<file path="config.mk">
export PLATFORM = sky130hd
export DESIGN_NAME = chgsel_top
export DESIGN_NICKNAME = d
export VERILOG_FILES = /design/src/inc/chgsel_pkg.sv /design/src/inc/chgsel_tmr_if.sv /design/src/core/chgsel_safety_tick.sv /design/src/core/chgsel_top.sv
export SDC_FILE = /design/constraint.sdc
export NUM_CORES = 1
export LEC_CHECK = 0
export ABC_AREA = 1
export BUFFER_PORTS_ARGS = -buffer_cell sky130_fd_sc_hd__buf_2
export CORE_ASPECT_RATIO = 0.7
export CORE_UTILIZATION = 52
export CTS_CLUSTER_DIAMETER = 60
export DETAILED_ROUTE_END_ITERATION = 10
export PLACE_DENSITY = 0.73
export SLEW_MARGIN = 5
export SYNTH_ARGS = -nofsm -noshare
export SYNTH_HDL_FRONTEND = slang
export SYNTH_HIERARCHICAL = 1
export SYNTH_SLANG_ARGS = --single-unit
</file>
<file path="constraint.sdc">
create_clock -name clk -period 2.8 [get_ports clk]
set_input_delay 0.28 -clock clk [delete_from_list [all_inputs] [get_ports clk]]
set_output_delay 0.28 -clock clk [all_outputs]
set_load 0.02 [all_outputs]
</file>
<file path="src/inc/chgsel_pkg.sv">
// Package of constants and types for the charger source selector
// How it works
// [RULE_01] High priority select uses adapter; USB only when adapter absent.
// [RULE_02] High priority select with both inputs present picks the adapter.
// [RULE_03] Low select, USB absent, adapter present: adapter at USB rate limit.
// [RULE_04] Low select with USB present uses USB regardless of adapter.
// [RULE_05] No input present: battery powers system, no charging.
// [RULE_06] Adapter with high select uses main rate; USB always USB rate.
// [RULE_07] Input present only when above battery; its power-good goes low.
// [RULE_08] Overvoltage variant: adapter with switch opened by overvoltage is absent.
// [RULE_09] Overvoltage variant opens adapter switch above cut-off level.
// [RULE_10] At power-up force 100 mA USB rate about 150 ms, ignoring inputs.
// [RULE_11] After boot-up interval honour charge enable and USB rate select.
// [RULE_12] Boot override only with low select and some input present.
// [RULE_13] Single-status variant: combined power-good low when either input present.
// [RULE_14] Single-status variant takes charge voltage select instead of USB power-good.
// [RULE_15] Adapter mode keeps USB switch open.
// [RULE_16] Output sag to droop guard reduces charge current; system served first.
// [RULE_17] Output below battery closes battery switch to supplement input.
// [RULE_18] Reduced charge current slows safety timer proportionally; half level doubles.
// [RULE_19] USB rate select high means 500 mA, low means 100 mA.
// [RULE_20] Timer program tied to regulator disables safety timer and termination.
// [RULE_21] Open active source switch before closing the replacement switch.
// [RULE_22] Boot interval timed by counter from reset; force ends at count end.
// [RULE_23] Re-evaluate selection on any select or presence change, break-before-make.
package chgsel_pkg;
  localparam int unsigned CLK_HZ = 10000000;
  localparam int unsigned BOOT_MS = 150;
  localparam int unsigned BOOT_CYCLES = (CLK_HZ / 1000) * BOOT_MS;
  localparam int unsigned BREAK_US = 10;
  localparam int unsigned BREAK_CYCLES = (CLK_HZ / 1000000) * BREAK_US;
  localparam int unsigned TIMER_BASE_CYCLES = 16;
  localparam int unsigned PROG_W = 8;
  localparam logic [7:0] PROG_NOMINAL = 8'h80;
  localparam int unsigned RATE_USB100_MA = 100;
  localparam int unsigned RATE_USB500_MA = 500;
  typedef enum logic [1:0] {
    CHGSEL_SRC_BAT,
    CHGSEL_SRC_AC,
    CHGSEL_SRC_USB
  } chgsel_src_t;
  typedef enum logic [1:0] {
    CHGSEL_RATE_NONE,
    CHGSEL_RATE_MAIN,
    CHGSEL_RATE_USB100,
    CHGSEL_RATE_USB500
  } chgsel_rate_t;
endpackage

</file>
<file path="src/inc/chgsel_tmr_if.sv">
// Interface between the selector and its safety timer
`timescale 1ns/1ps
`default_nettype none
interface chgsel_tmr_if;
  import chgsel_pkg::*;
  logic run;
  logic disable_timer;
  logic [PROG_W-1:0] level;
  logic tick;
  modport ctrl(output run, output disable_timer, output level, input tick);
  modport timer(input run, input disable_timer, input level, output tick);
endinterface
`default_nettype wire

</file>
<file path="src/core/chgsel_safety_tick.sv">
// Safety timer clock whose rate follows the program level
`timescale 1ns/1ps
`default_nettype none
module chgsel_safety_tick
  import chgsel_pkg::*;
(
  input wire logic clk,
  input wire logic rst,
  chgsel_tmr_if.timer tif
);
  logic [PROG_W+7:0] acc_q;
  logic [PROG_W+7:0] acc_d;
  logic tick_q;
  localparam logic [PROG_W+7:0] WRAP = (PROG_W+8)'(PROG_NOMINAL) * (PROG_W+8)'(TIMER_BASE_CYCLES);
  wire active = tif.run && !tif.disable_timer;
  wire [PROG_W+7:0] sum = acc_q + (PROG_W+8)'(tif.level);
  wire wrap_hit = active && (sum >= WRAP);
  // Accumulating the level makes the tick rate proportional to it
  assign acc_d = !active ? acc_q : (wrap_hit ? sum - WRAP : sum); // RULE_18
  assign tif.tick = tick_q;
  always_ff @(posedge clk) begin
    if (rst) begin
      acc_q <= '0;
      tick_q <= 1'b0;
    end else begin
      acc_q <= acc_d;
      tick_q <= wrap_hit; // RULE_20
    end
  end
endmodule
`default_nettype wire

</file>
<file path="src/core/chgsel_top.sv">
// Source selection, boot-up rate override and power-path control
`timescale 1ns/1ps
`default_nettype none
module chgsel_top
  import chgsel_pkg::*;
#(
  parameter int unsigned BOOT_LEN = BOOT_CYCLES,
  parameter int unsigned BREAK_LEN = BREAK_CYCLES,
  parameter bit OVP_VARIANT = 1'b0,
  parameter bit SINGLE_STATUS = 1'b0
) (
  input wire logic clk,
  input wire logic rst,
  input wire logic priority_select,
  input wire logic adapter_above_battery,
  input wire logic usb_above_battery,
  input wire logic adapter_over_cutoff,
  input wire logic usb_rate_select,
  input wire logic charge_enable,
  input wire logic charge_voltage_select,
  input wire logic out_at_droop_guard,
  input wire logic out_below_battery,
  input wire logic timer_tied_to_regulator,
  input wire logic [7:0] safety_timer_program,
  output logic adapter_switch,
  output logic usb_switch,
  output logic battery_switch,
  output logic charging,
  output logic [1:0] charge_rate,
  output logic charge_reduce,
  output logic adapter_power_good_n,
  output logic usb_power_good_n,
  output logic combined_power_good_n,
  output logic charge_voltage_high,
  output logic boot_force,
  output logic termination_enable,
  output logic safety_tick
);
  // ----------------------------------------------------------------
  // Input synchronisers
  // ----------------------------------------------------------------
  localparam int NS = 11;
  wire [NS-1:0] raw = {priority_select, adapter_above_battery, usb_above_battery,
                       adapter_over_cutoff, usb_rate_select, charge_enable,
                       charge_voltage_select, out_at_droop_guard, out_below_battery,
                       timer_tied_to_regulator, 1'b0};
  wire [NS-1:0] lvl;
  logic [7:0] prog1_q;
  logic [7:0] prog2_q;
  // Two flops per asynchronous level before any logic reads it
  for (genvar g = 0; g < NS; g++) begin : g_sync
    logic m1_q;
    logic m2_q;
    always_ff @(posedge clk) begin
      if (rst) begin
        m1_q <= 1'b0;
        m2_q <= 1'b0;
      end else begin
        m1_q <= raw[g];
        m2_q <= m1_q;
      end
    end
    assign lvl[g] = m2_q;
  end
  // Program word is quasi-static; a torn sample lasts one cycle at most
  always_ff @(posedge clk) begin
    if (rst) begin
      prog1_q <= '0;
      prog2_q <= '0;
    end else begin
      prog1_q <= safety_timer_program;
      prog2_q <= prog1_q;
    end
  end
  wire psel = lvl[10];
  wire ac_above = lvl[9];
  wire usb_above = lvl[8];
  wire ac_ovp = lvl[7];
  wire rate_sel = lvl[6];
  wire chg_en = lvl[5];
  wire vsel = lvl[4];
  wire droop = lvl[3];
  wire below_bat = lvl[2];
  wire tmr_off = lvl[1];

  // ----------------------------------------------------------------
  // Presence and source choice
  // ----------------------------------------------------------------
  logic ovp_open_q;
  wire ovp_open_d = OVP_VARIANT && ac_ovp; // RULE_09
  wire ac_present = ac_above && !ovp_open_q; // RULE_07 RULE_08
  wire usb_present = usb_above; // RULE_07

  function automatic chgsel_src_t pick_src(input logic sel, input logic ac, input logic usb);
    chgsel_src_t s;
    s = CHGSEL_SRC_BAT;
    if (sel) begin
      if (ac) s = CHGSEL_SRC_AC; // RULE_01 RULE_02
      else if (usb) s = CHGSEL_SRC_USB; // RULE_01
    end else begin
      if (usb) s = CHGSEL_SRC_USB; // RULE_04
      else if (ac) s = CHGSEL_SRC_AC; // RULE_03
    end
    return s; // RULE_05
  endfunction

  wire chgsel_src_t want = pick_src(psel, ac_present, usb_present); // RULE_23

  // ----------------------------------------------------------------
  // Break-before-make sequencer
  // ----------------------------------------------------------------
  typedef enum {CHGSEL_ST_ON, CHGSEL_ST_BREAK} chgsel_st_t;
  chgsel_st_t st_q;
  chgsel_st_t st_d;
  chgsel_src_t cur_q;
  chgsel_src_t cur_d;
  logic [15:0] brk_q;
  logic [15:0] brk_d;
  localparam logic [15:0] BRK_LAST = 16'(BREAK_LEN - 1);
  wire brk_done = brk_q >= BRK_LAST;
  always_comb begin
    st_d = st_q;
    cur_d = cur_q;
    brk_d = brk_q;
    unique case (st_q)
      CHGSEL_ST_ON: begin
        if (want != cur_q) begin
          // Open the live switch first; battery path holds the output meanwhile
          st_d = CHGSEL_ST_BREAK; // RULE_21 RULE_23
          cur_d = CHGSEL_SRC_BAT;
          brk_d = '0;
        end
      end
      CHGSEL_ST_BREAK: begin
        brk_d = brk_q + 16'h0001;
        if (brk_done) begin
          st_d = CHGSEL_ST_ON;
          cur_d = want; // RULE_21
          brk_d = '0;
        end
      end
    endcase
  end
  always_ff @(posedge clk) begin
    if (rst) begin
      st_q <= CHGSEL_ST_ON;
    end else begin
      st_q <= st_d;
    end
  end

  always_ff @(posedge clk) begin
    if (rst) begin
      cur_q <= CHGSEL_SRC_BAT;
    end else begin
      cur_q <= cur_d;
    end
  end

  // Counts the interval in which neither source switch conducts
  always_ff @(posedge clk) begin
    if (rst) begin
      brk_q <= '0;
    end else begin
      brk_q <= brk_d;
    end
  end

  always_ff @(posedge clk) begin
    if (rst) begin
      ovp_open_q <= 1'b0;
    end else begin
      ovp_open_q <= ovp_open_d;
    end
  end

  // ----------------------------------------------------------------
  // Boot-up rate override
  // ----------------------------------------------------------------
  logic [23:0] boot_cnt_q;
  logic boot_done_q;
  localparam logic [23:0] BOOT_LAST = 24'(BOOT_LEN - 1);
  wire boot_allowed = !psel && (ac_present || usb_present); // RULE_12
  wire boot_active = !boot_done_q && boot_allowed; // RULE_10
  // Counter and done flag freeze once the interval is over
  always_ff @(posedge clk) begin
    if (rst) begin
      boot_cnt_q <= '0;
    end else if (!boot_done_q) begin
      boot_cnt_q <= boot_cnt_q + 24'h000001; // RULE_22
    end
  end

  always_ff @(posedge clk) begin
    if (rst) begin
      boot_done_q <= 1'b0;
    end else if (!boot_done_q) begin
      boot_done_q <= boot_cnt_q >= BOOT_LAST; // RULE_22 RULE_11
    end
  end

  // ----------------------------------------------------------------
  // Charge rate and power path
  // ----------------------------------------------------------------
  // A source feeds the output only once the break interval is over
  function automatic logic feeds(input chgsel_st_t st, input chgsel_src_t cur,
    input chgsel_src_t src);
    return (st == CHGSEL_ST_ON) && (cur == src);
  endfunction
  wire on_ac = feeds(st_q, cur_q, CHGSEL_SRC_AC);
  wire on_usb = feeds(st_q, cur_q, CHGSEL_SRC_USB);
  wire have_src = on_ac || on_usb;
  wire use_main = on_ac && psel; // RULE_06
  wire chgsel_rate_t usb_rate = rate_sel ? CHGSEL_RATE_USB500 : CHGSEL_RATE_USB100; // RULE_19
  wire chgsel_rate_t rate_d = !have_src ? CHGSEL_RATE_NONE :
                              boot_active ? CHGSEL_RATE_USB100 : // RULE_10
                              use_main ? CHGSEL_RATE_MAIN : usb_rate; // RULE_03 RULE_06
  wire charging_d = have_src && (boot_active || chg_en); // RULE_05 RULE_11
  // Battery switch closes to charge, or to supplement a sagging output
  wire bat_sw_d = charging_d || below_bat || !have_src; // RULE_17 RULE_05
  wire reduce_d = charging_d && droop; // RULE_16
  wire [7:0] tmr_level = reduce_d ? prog2_q : PROG_NOMINAL; // RULE_18

  chgsel_tmr_if tif();
  assign tif.run = charging_d;
  assign tif.disable_timer = tmr_off; // RULE_20
  assign tif.level = tmr_level;
  chgsel_safety_tick u_tick (
    .clk(clk),
    .rst(rst),
    .tif(tif)
  );

  // ----------------------------------------------------------------
  // Power-path switch outputs
  // ----------------------------------------------------------------
  always_ff @(posedge clk) begin
    if (rst) begin
      adapter_switch <= 1'b0;
    end else begin
      adapter_switch <= on_ac; // RULE_15
    end
  end

  always_ff @(posedge clk) begin
    if (rst) begin
      usb_switch <= 1'b0;
    end else begin
      usb_switch <= on_usb; // RULE_15
    end
  end

  // Closed from reset so the system rides on the battery until a source is chosen
  always_ff @(posedge clk) begin
    if (rst) begin
      battery_switch <= 1'b1;
    end else begin
      battery_switch <= bat_sw_d; // RULE_17
    end
  end

  // ----------------------------------------------------------------
  // Charge control outputs
  // ----------------------------------------------------------------
  always_ff @(posedge clk) begin
    if (rst) begin
      charging <= 1'b0;
    end else begin
      charging <= charging_d;
    end
  end

  always_ff @(posedge clk) begin
    if (rst) begin
      charge_rate <= CHGSEL_RATE_NONE;
    end else begin
      charge_rate <= rate_d;
    end
  end

  always_ff @(posedge clk) begin
    if (rst) begin
      charge_reduce <= 1'b0;
    end else begin
      charge_reduce <= reduce_d; // RULE_16
    end
  end

  // Flags the override only while a source really feeds the charger
  always_ff @(posedge clk) begin
    if (rst) begin
      boot_force <= 1'b0;
    end else begin
      boot_force <= boot_active && have_src; // RULE_10
    end
  end

  always_ff @(posedge clk) begin
    if (rst) begin
      termination_enable <= 1'b0;
    end else begin
      termination_enable <= charging_d && !tmr_off; // RULE_20
    end
  end

  // One-cycle pulse per safety timer step
  always_ff @(posedge clk) begin
    if (rst) begin
      safety_tick <= 1'b0;
    end else begin
      safety_tick <= tif.tick;
    end
  end

  // ----------------------------------------------------------------
  // Status outputs
  // ----------------------------------------------------------------
  always_ff @(posedge clk) begin
    if (rst) begin
      adapter_power_good_n <= 1'b1;
    end else begin
      adapter_power_good_n <= !ac_present; // RULE_07
    end
  end

  // The single-status build holds this output high; voltage select comes in on charge_voltage_select
  always_ff @(posedge clk) begin
    if (rst) begin
      usb_power_good_n <= 1'b1;
    end else begin
      usb_power_good_n <= SINGLE_STATUS ? 1'b1 : !usb_present; // RULE_14
    end
  end

  always_ff @(posedge clk) begin
    if (rst) begin
      combined_power_good_n <= 1'b1;
    end else begin
      combined_power_good_n <= !(ac_present || usb_present); // RULE_13
    end
  end

  always_ff @(posedge clk) begin
    if (rst) begin
      charge_voltage_high <= 1'b0;
    end else begin
      charge_voltage_high <= SINGLE_STATUS && vsel; // RULE_14
    end
  end
endmodule
`default_nettype wire

</file>
==> metrics.cfg <==
[yosys]
yosysTopAreaCell=dfxtp_1
yosysWarnings=6
syn_area_sq_um=5000
yosysSeqAreaShare_pct=42.5
yosysTopAreaCellShare_pct=42.5
synth_enable_flop_cells=0
synth_area_per_cell_sq_um=6.98
synth-seq-cells=106
async_flop_share_pct=0
netlist_top_cells_area=dfxtp_1 42%, nor2_1 11%, nand2_1 10%
yosysMostFrequentCell=nor2_1
synth_cells=716
synth_fp_nets=748
synth_ff_type=dfxtp_1
synth_common_cells=142 x nor2_1, 134 x nand2_1, 122 x inv_1, 106 x dfxtp_1, 40 x nand3_1
ys_types=38

[setup_path]
crit_buf_inv=4
path_class=reg2reg
slowest_stage=fa_2
path_cells=or2_1 -> nand3_2 -> nand2_2 -> nand2_2 -> inv_2 -> nand2_4 -> nor2_4 -> ha_2 -> inv_2 -> fa_2 -> inv_2 -> nand2_2 -> nand2_2 -> and2_4 -> nand2_2 -> nand3_2 -> nand2_2 -> inv_4 -> nand3_4 -> nor2_4 -> nor2_2 -> nand2_1 -> a21oi_2
required_ns=3.01
max_stage_delay_ns=0.37
crit_family=simple AND/OR/NAND/NOR gates
worstPathArrival_ns=2.99
worstPathMaxFanout=4
cp_common_cell=nand2_2
start_kind=register
crit_path_end_kind=register

[power_and_ir_drop]
leakage_uw=0.00289
powerDensity_nw_per_um2=496
max-vdd-ir-drop_mv=0.435

[clock_tree]
hold_buffers=0
cts_sinks=106
clk_pin_slew_worst_paths_ns=0.08
cts_tree=done
clk_path_buf_depth=2
htreeDepth=3
numCtsBuffers=9
root_buffer=clkbuf_16
clock_latency_ns=0.35

[sta]
finalSetupViolCount=0
fin_crit_ns=2.79
finalHoldViolations=0
slew_headroom_pct=45.4
rsz0062_at_grt=true
fmax_ghz=0.359
fin_hold_ws_ns=0.127
finClkSkew_ns=0.00838
tightest_slew_ns=0.819
final-max-slew-violation-count=0
tns_ns=0
fin_crit_sh_pct=99.5

[grt]
grt.total_usage_pct=22.5
grt_pass1_wl_mm=18.2
grt.overflow.total=0
grt_pass1_vias=4055
antenna_found_initial=0
grt_start_max_net_pins=78

[status]
status=completed

[placement]
portBuffers=30
dp_hpwl_mm=7.49
gp_congestion=0.843
place_area_sq_um=5400

[floorplanning]
fp.dieH_microns=84.0
core_sq_um=9180
die_area_sq_um=10000
num_rows=29
start_util_pct=54.4
pin_count=34
die_w_microns=119

[final_layout]
drive_above_1_share_pct=23.6
area_growth_pct=21.1
final_nets=814
diodes=0
final_cell_area_sq_um=6050
fill_cells=754

[routing]
viasPerCell=4.89
drc=0
drt_first_pass_iters=6
vias=4451
wl_mm=11.4
avgRoutedWirePerCell_microns=12.5
drtIter0Drc=278
postRouteAntennaNets=0

[min_path]
min_path_type=in2reg

[run]
maxCapViolations=0

==> cell usage in the layout (no fill, tap or decap), types with 3 or more instances in the layout <==
cell	count
buf_2	30
nor2_4	5
or2_1	4
dfxtp_1	101
dfxtp_2	5
inv_8	4
nor2_2	8
a21oi_2	4
buf_4	36
nand3_1	34
inv_1	115
a21oi_1	23
buf_6	4
o21ai_1	3
xor2_1	12
ha_4	6
nand2_4	6
nor2_1	138
inv_2	10
nand4_1	13
nor3_1	12
nand2_2	35
nand2_1	114
ha_1	4
clkbuf_16	9
nand3_2	10
o21ai_0	22
==> logic make-up after synthesis <==
group | synth area share, %
AO/OA/AOI/OAI | 6.16
XOR/XNOR | 2.45
adder cells (fa/ha/maj) | 3.16
buffers and inverters | 11.3
flip-flops | 42.5
other | 0.0751
AND/OR/NAND/NOR | 34.4
==> worst reg2reg max path, stage by stage, from the launching register on <==
cell	delay, ns
dfxtp_2	0.33
or2_1	0.14
nand3_2	0.09
nand2_2	0.08
nand2_2	0.06
inv_2	0.07
nand2_4	0.07
nor2_4	0.11
ha_2	0.20
inv_2	0.05
fa_2	0.37
inv_2	0.08
nand2_2	0.05
nand2_2	0.07
and2_4	0.14
nand2_2	0.05
nand3_2	0.06
nand2_2	0.06
inv_4	0.08
nand3_4	0.08
nor2_4	0.17
nor2_2	0.07
nand2_1	0.12
a21oi_2	0.05
==> path summary, 6_finish.rpt <==
kind | from | slack, ns | cells past startpoint | to
setup reg to reg | g_sync[8].m2_q | 0.01 | 23 | u_tick/acc_q[15]
hold reg to reg | g_sync[9].m1_q | 0.40 | 2 | ac_above
hold / removal | usb_above_battery | 0.13 | 3 | g_sync[8].m1_q
setup / recovery | g_sync[8].m2_q | 0.01 | 23 | u_tick/acc_q[15]
==> state kept, by name (all words and copies together), names as in the netlist, 2 cells and up <==
| register | count |
|---|---|
| boot_cnt_q | 24 |
| brk_q | 16 |
| charge_rate | 2 |
| cur_q | 2 |
| g_sync.m1_q | 8 |
| g_sync.m2_q | 4 |
| prog1_q | 8 |
| prog2_q | 8 |
| u_tick/acc_q | 16 |
==> layer usage <==
| layer | wire length, microns | share of wire (%) | global-route usage (%) | up-vias |
|---|---|---|---|---|
| met5 | 0 | 0 | 0 | - |
| met4 | 130 | 1.1 | 5.87 | 0 |
| met3 | 493 | 4.3 | 5.40 | 18 |
| met2 | 5080 | 45 | 34.8 | 105 |
| met1 | 5650 | 50 | 31.2 | 2013 |
| li1 | - | - | - | 2315 |
==> through the flow <==
step                      power (uW)  util [%]  worst slack [ns]  cells
after floorplan                 1700         -            0.0604    716
after global placement          1740      58.8            0.0322    879
after detailed placement        1750      58.8           -0.0347    879
after CTS                       3000      62.1           0.00880    895
after global routing            3110      65.9            -0.201    911
final                           3000      65.9            0.0144    911
==> area by class of cell <==
type	instances	area (sq um)	share of cell area (%)
multi-input cells	468	2520	41.6
flip-flops and latches	106	2130	35.2
inverters	127	482	7.96
repair buffers	70	465	7.69
clock buffers	10	239	3.95
well taps	124	155	2.56
clock inverters	6	62.6	1.03
==> report_power, final <==
part	internal (uW)	total [uW]	leakage (uW)	switching (uW)
Combinational	55.4	166	0.00187	111
Clock	659	1280	0.000151	618
Sequential	1540	1560	0.000864	16.1
==> what timing repair did <==
action	in CTS	in global routing
gates cloned	0	0
pin swaps	0	37
endpoints found under the setup margin	2	7
buffers inserted	0	16
resized for setup	4	63
No activity file was read; power rests on OpenSTA's default activity.
